`src/gpb_pkg.sv`:
```
package gpb_pkg;

  // Port width, one latch bit and one direction bit per pin.
  localparam int unsigned PORT_W = 8;

  // Register word indices; byte address is four times the index.
  localparam logic [3:0] IDX_SECOND_DATA  = 4'h1;
  localparam logic [3:0] IDX_THIRD_DATA   = 4'h2;
  localparam logic [3:0] IDX_FOURTH_DATA  = 4'h3;
  localparam logic [3:0] IDX_SECOND_DIR   = 4'h4;
  localparam logic [3:0] IDX_THIRD_DIR    = 4'h5;
  localparam logic [3:0] IDX_FOURTH_DIR   = 4'h6;
  localparam logic [3:0] IDX_PERIPH_CTRL  = 4'h7;
  localparam logic [3:0] IDX_KBD_ENABLE   = 4'h8;

  // Field positions inside the peripheral control word.
  localparam int unsigned BIT_SPI_EN      = 0;
  localparam int unsigned BIT_IR_EN       = 1;
  localparam int unsigned BIT_PULLUP_DIS  = 2;

  // Reset values.
  localparam logic [7:0] DIR_RESET        = 8'h00;
  localparam logic [7:0] CTRL_RESET       = 8'h00;

  // Pin positions of the shared third-port functions.
  localparam int unsigned PIN_SECOND_EXTERNAL_INTERRUPT        = 0;
  localparam int unsigned PIN_MISO        = 2;
  localparam int unsigned PIN_MOSI        = 3;
  localparam int unsigned PIN_SS          = 4;
  localparam int unsigned PIN_SCK         = 5;
  localparam int unsigned PIN_IR_TX       = 6;
  localparam int unsigned PIN_IR_RX       = 7;

endpackage

```
`src/gpb_ports.sv`:
```
`timescale 1ns/1ns
// What this block does
// - Second port read: latch if output, else pin
// - Third port read: latch if output, else pin
// - Fourth port read: latch if output, else pin
// - Data writes always update the latches
// - Input pin reads unaffected by latch writes
// - Third direction bit enables output buffer
// - Fourth direction bit drives pin from latch
// - Reset clears third port direction bits
// - Reset clears fourth port direction bits
// - Reset keeps third port latches
// - Reset keeps fourth port latches
// - Serial enable hands pins 2-5 over
// - Infrared enable hands pins 6-7 over
// - Pin 0 always feeds interrupt; pullup optional
// - Fourth port pins feed keyboard when enabled
// - Eight pins, latch and direction each
module gpb_ports
  import gpb_pkg::*;
(
  // Clock and reset.
  input  wire logic              clk_i,
  input  wire logic              rst_i,
  // Wishbone classic slave.
  input  wire logic              wb_cyc_i,
  input  wire logic              wb_stb_i,
  input  wire logic              wb_we_i,
  input  wire logic [5:0]        wb_adr_i,
  input  wire logic [3:0]        wb_sel_i,
  input  wire logic [31:0]       wb_dat_i,
  output logic      [31:0]       wb_dat_o,
  output logic                   wb_ack_o,
  output logic                   wb_err_o,
  // Second port pins.
  input  wire logic [7:0]        second_pin_i,
  output logic      [7:0]        second_pin_o,
  output logic      [7:0]        second_pin_oe_o,
  // Third port pins.
  input  wire logic [7:0]        third_pin_i,
  output logic      [7:0]        third_pin_o,
  output logic      [7:0]        third_pin_oe_o,
  output logic                   third_pin0_pullup_o,
  // Fourth port pins.
  input  wire logic [7:0]        fourth_pin_i,
  output logic      [7:0]        fourth_pin_o,
  output logic      [7:0]        fourth_pin_oe_o,
  // Serial peripheral interface side, same clock.
  input  wire logic              spi_miso_out_i,
  input  wire logic              spi_miso_oe_i,
  input  wire logic              spi_mosi_out_i,
  input  wire logic              spi_mosi_oe_i,
  input  wire logic              spi_ss_out_i,
  input  wire logic              spi_ss_oe_i,
  input  wire logic              spi_sck_out_i,
  input  wire logic              spi_sck_oe_i,
  output logic      [3:0]        spi_pins_o,
  // Infrared serial side, same clock.
  input  wire logic              infrared_transmit_line_i,
  output logic                   infrared_receive_line_o,
  // Interrupt module feeds.
  output logic                   second_external_interrupt_o,
  output logic      [7:0]        keyboard_irq_o,
  output logic      [7:0]        keyboard_irq_enable_bits_o
);

  // Registered state: port latches, directions and control words.
  logic [7:0] second_port_data_q;
  logic [7:0] third_port_data_q;
  logic [7:0] fourth_port_data_q;
  logic [7:0] second_port_direction_q;
  logic [7:0] third_port_direction_q;
  logic [7:0] fourth_port_direction_q;
  logic [7:0] periph_ctrl_q;
  logic [7:0] keyboard_irq_enable_reg_q;
  // Two-flop synchronisers for the board pins.
  logic [7:0] second_meta_q;
  logic [7:0] second_sync_q;
  logic [7:0] third_meta_q;
  logic [7:0] third_sync_q;
  logic [7:0] fourth_meta_q;
  logic [7:0] fourth_sync_q;
  // Bus decode and answer.
  logic [7:0] rd_data_d;
  logic [31:0] dat_q;
  logic        ack_q;
  logic        err_q;
  logic        req;
  logic        wr_lane0;
  logic        hit;
  logic [3:0]  idx;
  // Control fields pulled out of the peripheral word.
  logic        serial_periph_enable;
  logic        infrared_serial_enable;
  logic        pin0_pullup_disable;
  logic [7:0] third_gp_oe;

  assign idx = wb_adr_i[5:2];
  // A request is taken only while no answer is pending, so each one is answered once.
  // Writes land at the taking edge; the answer follows one cycle later.
  assign req = wb_cyc_i && wb_stb_i && !wb_ack_o && !wb_err_o;
  assign wr_lane0 = req && wb_we_i && wb_sel_i[0] && hit;
  assign serial_periph_enable = periph_ctrl_q[BIT_SPI_EN];
  assign infrared_serial_enable = periph_ctrl_q[BIT_IR_EN];
  assign pin0_pullup_disable = periph_ctrl_q[BIT_PULLUP_DIS];

  // Pins come from the board, so each passes two flops before any logic reads it.
  // Only the second flop feeds logic, because the first may still be settling.
  always_ff @(posedge clk_i)
  begin
    second_meta_q <= second_pin_i;
    second_sync_q <= second_meta_q;
    third_meta_q  <= third_pin_i;
    third_sync_q  <= third_meta_q;
    fourth_meta_q <= fourth_pin_i;
    fourth_sync_q <= fourth_meta_q;
  end

  // Address decode; everything outside the map answers with an error.
  // An error answer makes a stray access visible instead of silently lost.
  always_comb
  begin
    case (idx)
      IDX_SECOND_DATA, IDX_THIRD_DATA, IDX_FOURTH_DATA,
      IDX_SECOND_DIR, IDX_THIRD_DIR, IDX_FOURTH_DIR,
      IDX_PERIPH_CTRL, IDX_KBD_ENABLE: hit = 1'b1;
      default:                         hit = 1'b0;
    endcase
  end

  // Latches take every write regardless of direction and keep their value over reset.
  // No reset branch on purpose: software may park a value and rely on it after reset.
  // The price is an unknown latch after power-up until the first write.
  always_ff @(posedge clk_i)
  begin
    if (wr_lane0 && idx == IDX_SECOND_DATA)
      second_port_data_q <= wb_dat_i[7:0];
    if (wr_lane0 && idx == IDX_THIRD_DATA)
      third_port_data_q <= wb_dat_i[7:0];
    if (wr_lane0 && idx == IDX_FOURTH_DATA)
      fourth_port_data_q <= wb_dat_i[7:0];
  end

  // Direction and control registers clear on reset so every pin starts as an input.
  // Only byte lane 0 carries a register; other lanes are acknowledged and dropped.
  always_ff @(posedge clk_i)
  begin
    if (rst_i)
    begin
      second_port_direction_q   <= DIR_RESET;
      third_port_direction_q    <= DIR_RESET;
      fourth_port_direction_q   <= DIR_RESET;
      periph_ctrl_q             <= CTRL_RESET;
      keyboard_irq_enable_reg_q <= CTRL_RESET;
    end
    else if (wr_lane0)
    begin
      case (idx)
        IDX_SECOND_DIR:  second_port_direction_q   <= wb_dat_i[7:0];
        IDX_THIRD_DIR:   third_port_direction_q    <= wb_dat_i[7:0];
        IDX_FOURTH_DIR:  fourth_port_direction_q   <= wb_dat_i[7:0];
        IDX_PERIPH_CTRL: periph_ctrl_q             <= {5'h00, wb_dat_i[2:0]};
        IDX_KBD_ENABLE:  keyboard_irq_enable_reg_q <= wb_dat_i[7:0];
        default:         periph_ctrl_q             <= periph_ctrl_q;
      endcase
    end
  end

  // Read mux; data reads blend latch and synchronised pin level per direction bit.
  // Output pins read back the latch, not the pad, so a loaded pin never misreads.
  // Input pins read the synchronised level, two edges behind the pad.
  always_comb
  begin
    case (idx)
      IDX_SECOND_DATA: rd_data_d = (second_port_direction_q & second_port_data_q)
                                 | (~second_port_direction_q & second_sync_q);
      IDX_THIRD_DATA:  rd_data_d = (third_port_direction_q & third_port_data_q)
                                 | (~third_port_direction_q & third_sync_q);
      IDX_FOURTH_DATA: rd_data_d = (fourth_port_direction_q & fourth_port_data_q)
                                 | (~fourth_port_direction_q & fourth_sync_q);
      IDX_SECOND_DIR:  rd_data_d = second_port_direction_q;
      IDX_THIRD_DIR:   rd_data_d = third_port_direction_q;
      IDX_FOURTH_DIR:  rd_data_d = fourth_port_direction_q;
      IDX_PERIPH_CTRL: rd_data_d = periph_ctrl_q;
      IDX_KBD_ENABLE:  rd_data_d = keyboard_irq_enable_reg_q;
      default:         rd_data_d = 8'h00;
    endcase
  end

  // One-cycle answer; ack drops the cycle after it is given.
  // Read data is cleared on writes and idle cycles so the bus never shows stale words.
  always_ff @(posedge clk_i)
  begin
    if (rst_i)
    begin
      ack_q <= 1'b0;
      err_q <= 1'b0;
      dat_q <= 32'h0000_0000;
    end
    else
    begin
      ack_q <= req && hit;
      err_q <= req && !hit;
      dat_q <= (req && hit && !wb_we_i) ? {24'h00_0000, rd_data_d} : 32'h0000_0000;
    end
  end

  assign wb_ack_o = ack_q;
  assign wb_err_o = err_q;
  assign wb_dat_o = dat_q;

  // General-purpose output enables before peripheral override on the third port.
  assign third_gp_oe = third_port_direction_q;

  // Third port pin drive; peripheral enables take the pins away from the port logic.
  // The override is per pin, so the serial enable leaves pins 0, 1, 6 and 7 alone.
  always_comb
  begin
    third_pin_o    = third_port_data_q;
    third_pin_oe_o = third_gp_oe;
    if (serial_periph_enable)
    begin
      third_pin_o[PIN_MISO]    = spi_miso_out_i;
      third_pin_oe_o[PIN_MISO] = spi_miso_oe_i;
      third_pin_o[PIN_MOSI]    = spi_mosi_out_i;
      third_pin_oe_o[PIN_MOSI] = spi_mosi_oe_i;
      third_pin_o[PIN_SS]      = spi_ss_out_i;
      third_pin_oe_o[PIN_SS]   = spi_ss_oe_i;
      third_pin_o[PIN_SCK]     = spi_sck_out_i;
      third_pin_oe_o[PIN_SCK]  = spi_sck_oe_i;
    end
    // Infrared receive never drives; the pin stays an input while the interface owns it.
    if (infrared_serial_enable)
    begin
      third_pin_o[PIN_IR_TX]    = infrared_transmit_line_i;
      third_pin_oe_o[PIN_IR_TX] = 1'b1;
      third_pin_o[PIN_IR_RX]    = 1'b0;
      third_pin_oe_o[PIN_IR_RX] = 1'b0;
    end
  end

  // Peripheral inputs come from synchronised pins; idle high when not enabled.
  // Idle high keeps a disabled receiver from seeing a false start.
  assign spi_pins_o = serial_periph_enable ? third_sync_q[PIN_SCK:PIN_MISO] : 4'hf;
  assign infrared_receive_line_o = infrared_serial_enable ? third_sync_q[PIN_IR_RX] : 1'b1;

  // Pin 0 feeds the interrupt input whatever its port use, so stray edges can interrupt.
  // The pullup output only steers the pad; the level itself is set by the board.
  assign second_external_interrupt_o = third_sync_q[PIN_SECOND_EXTERNAL_INTERRUPT];
  assign third_pin0_pullup_o = !pin0_pullup_disable;

  // Second and fourth ports drive from their latches when set as outputs.
  assign second_pin_o    = second_port_data_q;
  assign second_pin_oe_o = second_port_direction_q;
  assign fourth_pin_o    = fourth_port_data_q;
  assign fourth_pin_oe_o = fourth_port_direction_q;

  // Keyboard inputs are gated per pin so disabled keys never reach the keyboard logic.
  // The enable word is also exported so the keyboard logic can see which keys are live.
  assign keyboard_irq_o = fourth_sync_q & keyboard_irq_enable_reg_q;
  assign keyboard_irq_enable_bits_o = keyboard_irq_enable_reg_q;
endmodule // gpb_ports

```
`config.mk`:
```
export PLATFORM = sky130hd
export DESIGN_NAME = gpb_ports
export DESIGN_NICKNAME = d
export VERILOG_FILES = /design/src/gpb_pkg.sv /design/src/gpb_ports.sv
export SDC_FILE = /design/constraint.sdc
export NUM_CORES = 1
export LEC_CHECK = 0
export BUFFER_PORTS_ARGS = -buffer_cell sky130_fd_sc_hd__buf_2
export CAP_MARGIN = 40
export CELL_PAD_IN_SITES_DETAIL_PLACEMENT = 2
export CELL_PAD_IN_SITES_GLOBAL_PLACEMENT = 2
export CORE_UTILIZATION = 29
export CTS_CLUSTER_DIAMETER = 80
export CTS_CLUSTER_SIZE = 14
export DETAILED_ROUTE_END_ITERATION = 16
export PLACE_DENSITY_LB_ADDON = 0.1
export REMOVE_ABC_BUFFERS = 1
export SETUP_SLACK_MARGIN = 0.5
export SLEW_MARGIN = 20
export SYNTH_ARGS = -nofsm -noshare
export SYNTH_HDL_FRONTEND = slang
export SYNTH_SLANG_ARGS = --single-unit
```
`constraint.sdc`:
```
create_clock -name clk_i -period 2.2 [get_ports clk_i]
set_input_delay 0.44 -clock clk_i [delete_from_list [all_inputs] [get_ports clk_i]]
set_output_delay 0.44 -clock clk_i [all_outputs]
set_load 0.01 [all_outputs]
```
* Yosys cells after proc, flatten, opt, wreduce, memory -nomap -nowiden *
Memories as Yosys holds them, arrays and structs flattened.
Index checks and enable logic that the tools add are counted.

storage, ports and cells
  bits in registers = 141
  ROM bits = 16
  input bits = 80
  logic and storage cells = 71
  memories kept = 1

operators by class
  equal/unequal tests = 8
  muxes and demuxes = 7
  bitwise logic cells = 14
  reduce and logical (&&, ||, !) cells = 23

memory list
  name             words  bits a word  read ports  clocked after Yosys merged registers in  wr ports  line              source
  (no name shown)  16     1            1           0                                        0         gpb_ports.sv:123  case (idx)

operator list
  kind                                            number
  one-hot mux 8 bit (8 select lines)              1
  bitwise AND 8 bit                               7
  inverter 8 bit                                  3
  bitwise OR 8 bit                                3
  == test 4 x 3 -> 1 bit (second input constant)  4
  logical AND 1 bit                               12
  two-way mux 4 bit                               3
  AND reduction 2 bit                             5
  == test 4 x 2 -> 1 bit (second input constant)  2
  zero test 1 bit                                 5
  == test 4 x 1 -> 1 bit (second input constant)  1
  == test 4 bit (second input constant)           1
  two-way mux 2 bit                               2
  OR reduction 2 bit                              1
  two-way mux 1 bit                               1
  inverter 1 bit                                  1

* Longest topological paths before layout *
  depth in word-level cells = 7
  gate-level depth with buffers = 6

* Worst setup path before layout *
No wires, ideal clock.

  path kind = input -> register
  start = in wb_adr_i[2]
  end = reg fourth_port_data_q[0] (netlist: fourth_pin_o[0]), enable pin
  library setup time = 370 ps
  data arrival time = 1638 ps
  data required time = 1830 ps
  slack = 192 ps
  stages on the path = 6
  cells stage by stage = buf_6 -> clkbuf_1 -> nor3_1 -> xnor2_1 -> nand2_1 -> nor2_1

between the ends
  word-level cells in the longest chain between the ends = 3

ends and longest elaborated chain
  element                line              source
  from (decl)            gpb_ports.sv:29   input wire logic [5:0] wb_adr_i,
  memory (16 x 1 bit)    --
  logical AND 1 bit      gpb_ports.sv:102  assign wr_lane0 = req && wb_we_i && wb_sel_i[0] && hit;
  logical AND 1 bit (*)  gpb_ports.sv:140  if (wr_lane0 && idx == IDX_FOURTH_DATA)
  to (signal assigned)   gpb_ports.sv:141  fourth_port_data_q <= wb_dat_i[7:0];
  to (decl)              gpb_ports.sv:70   logic [7:0] fourth_port_data_q;

Every way passes the cells marked *; elsewhere a longest branch is shown, timed or not.
A chain may end at the register's enable or synchronous reset.

* Worst setup path in the final report *
  start = reg periph_ctrl_q[0]
  end = out third_pin_oe_o[4]

between the ends
  word-level cells in the longest chain between the ends = 1

ends and longest elaborated chain
  element                 line              source
  from (decl)             gpb_ports.sv:74   logic [7:0] periph_ctrl_q;
  from (signal assigned)  gpb_ports.sv:162  IDX_PERIPH_CTRL: periph_ctrl_q <= {5'h00, wb_dat_i[2:0]};
  from (signal assigned)  gpb_ports.sv:164  default: periph_ctrl_q <= periph_ctrl_q;
  two-way mux 4 bit       gpb_ports.sv:221  if (serial_periph_enable)
  to (decl)               gpb_ports.sv:42   output logic [7:0] third_pin_oe_o,

No other way between the ends.

==> metrics.cfg <==
[status]
outcome=finished clean

[floorplanning]
die_area_um2=16100
core-area_um2=15200
fp.dieH_um=127
rows=45
die_w_um=127
initial_core_util_pct=29.7
io_pins=185

[yosys]
synth-compound-area-share_pct=7.29
synthXorXnorAreaFrac_pct=0.194
synth_cell_types=52
synth_async_sr_flop_share_pct=0
syn_area_per_cell_um2=11.5
yosys_warnings=0
synth_top_family_by_area=simple AND/OR/NAND/NOR gates
yosys_register_bits=117
synthAdderAreaFrac_pct=0
synth.area.mux_share_pct=13.8
synth-simple-area-share_pct=14.0
synth_seq_area_share_pct=57.2
yosys_most_used_dff=dfxtp_1
synth_area_um2=4520
synth-edff-count=24
syn-instance-count=393

[clock_tree]
cts.sinks=117
cts_buffer_depth=2
clk_pin_slew_ns=0.06
htreeDepth=4
tritoncts=done
cts-root-buf=clkbuf_16
cts_made_buffers=17
holdBufCountCts=0
worstSkewPairLatency_ns=0.43

[power]
p_per_area_nw_per_um2=852
power.total_uw=5440
leakagePower_uw=0.00272
peakVddDrop_mv=0.519

[worst_setup_path]
critPathCaptureType=output port
crit_type=flip-flop to output port
startpoint_type=flip-flop
crit_family=flip-flops
critPathRequiredTime_ns=1.76
cp_slowest_cell=dfxtp_4
slowest_delay_ns=0.36
rr_endpoint=wb_dat_o[0]
cp.depth=3
startpoint=periph_ctrl_q[0]
crit_end=third_pin_oe_o[4]
path_max_fanout=6
cp.arrival_ns=1.35
r2r_cells=7
r2r_slack_ns=0.51
r2r-start=periph_ctrl_q[0]
path_buf_inv=2
path_cells=buf_12 > mux2_4 > buf_6

[drt]
drt_iter0_drc=98
viasPerCell=4.75
wl_per_cell_um=20.1
drc=0
antenna_left=0
wl_um=15200
dr_total_vias=3608
dr.pass1.iters=4

[global_route]
grt_pass1_vias=3819
grt_pass1_wl_um=23000
grt_use_total_pct=19.8
busiest_layer=met2
antenna_found_initial=0
grt_max_degree=37
grt.overflow.total=0
grtUsageMet3_pct=5.99
grt_use_met1_pct=22.8
met2_usage_pct=34.2

[layout]
stdcell_area_um2=6380
fin_util_pct=42.0
num_antenna_cells=0
drive_above_1_share_pct=41.2
nets=638
syn_to_final_growth_pct=41.3
final_cell_mix=buf_2 (121), dfxtp_1 (91), mux2i_1 (52)
final_common_cell=buf_2

[timing]
hold_viol=0
finalClockSkew_ns=0.0141
period_share_pct=81.3
fmax_mhz=559
min_period_ns=1.79
maxSlewViolCount=0
rsz0062_at_grt=yes
final.setup.tns_ns=0
finalWorstSetupSlack_ns=0.412
setup_viol=0

[flow_run]
maxCapViolCount=0

[place]
gp_congestion=0.779
place_ws_ns=0.0284
port_buffers=131
placed_cell_area_um2=5470
hpwlAfterDp_um=10900

[min_path]
hold_path_class=input port to flip-flop

## per-stage QoR
step	std cells	hold WS [ns]
floorplan	366	0.310
global placement	719	0.310
detailed placement	719	0.314
CTS	758	0.0966
global route	759	0.0987
finish	759	0.110
## routing by layer
layer	routed length (um)	vias up
met4	219	0
met3	782	20
met1	6420	1797
met5	0	-
met2	7820	120
li1	-	1671
## state kept, by name, indices dropped and copies added, names as in the netlist
name,count
third_meta_q,8
keyboard_irq_enable_bits_o,8
third_port_data_q,8
second_pin_oe_o,8
wb_err_o,1
second_pin_o,8
third_gp_oe,8
fourth_sync_q,8
wb_dat_o,8
third_sync_q,8
wb_ack_o,1
fourth_pin_oe_o,8
fourth_pin_o,8
second_sync_q,8
second_meta_q,8
fourth_meta_q,8
periph_ctrl_q,3
## synthesized netlist by cell type (2+ instances only)
cell       count  area, um^2
o21ai_0        3        15.0
mux2i_1       52         521
inv_1          7        26.3
nor2b_1        6        37.5
or2_2          3        18.8
a41oi_1        2        17.5
nand3_1        6        30.0
nor2_1        47         176
nand2_1        6        22.5
o22ai_1        2        12.5
clkbuf_2       2        10.0
nor3_1         4        20.0
buf_2          6        30.0
or4b_1         2        20.0
buf_4         28         210
a31oi_1        5        31.3
a21oi_1        6        30.0
nor4b_1        3        26.3
dfxtp_1       93        1860
nand2b_1       6        37.5
nand4bb_1      2        22.5
a32oi_1        5        43.8
clkbuf_1      11        41.3
mux2_2         9         101
edfxtp_1      24         721
and3b_1        3        26.3
o22a_1         3        26.3
a21o_1         6        45.0
o32ai_1        2        17.5
and2_1         9        56.3
nand3b_1       3        22.5
nor3b_1        5        37.5
a22oi_1        2        15.0
buf_1          2        7.51
## area by class of cell
type	count	area, um^2
multi-input cells	242	1810
fillers	1576	8820
clock buffers	28	602
well taps	188	235
flip-flops and latches	117	2590
repair buffers	173	1070
inverters	7	26.3
clock inverters	4	47.5
## where the power goes
part	total (uW)	internal [uW]	switching [uW]
combinational	255	99.1	156
clock	2930	1970	958
sequential	2260	2240	18.6
total	5440	4310	1130
## how the worst min path moves through the flow
stage / to / cells after the start / start
after floorplan: fourth_sync_q[0] / 0 / fourth_meta_q[0]
after global placement: third_sync_q[1] / 0 / third_meta_q[1]
after detailed placement: second_sync_q[5] / 0 / second_meta_q[5]
after CTS: second_meta_q[0] / 1 / second_pin_i[0]
after global routing: third_meta_q[6] / 1 / third_pin_i[6]
final: second_meta_q[0] / 1 / second_pin_i[0]
## logic make-up after synthesis
| group | Yosys count |
|---|---|
| flip-flops | 117 |
| AND/OR/NAND/NOR | 112 |
| multiplexers | 61 |
| buffers and inverters | 57 |
| AO/OA/AOI/OAI | 44 |
| XOR/XNOR | 1 |
| other | 1 |
## repair_timing
item | CTS | global route
pin swaps | 1 | 1
setup endpoints to repair | 30 | 44
resized for setup | 28 | 14
gates cloned | 0 | 0
setup buffers | 7 | 1
(Power assumes the default switching activity.)
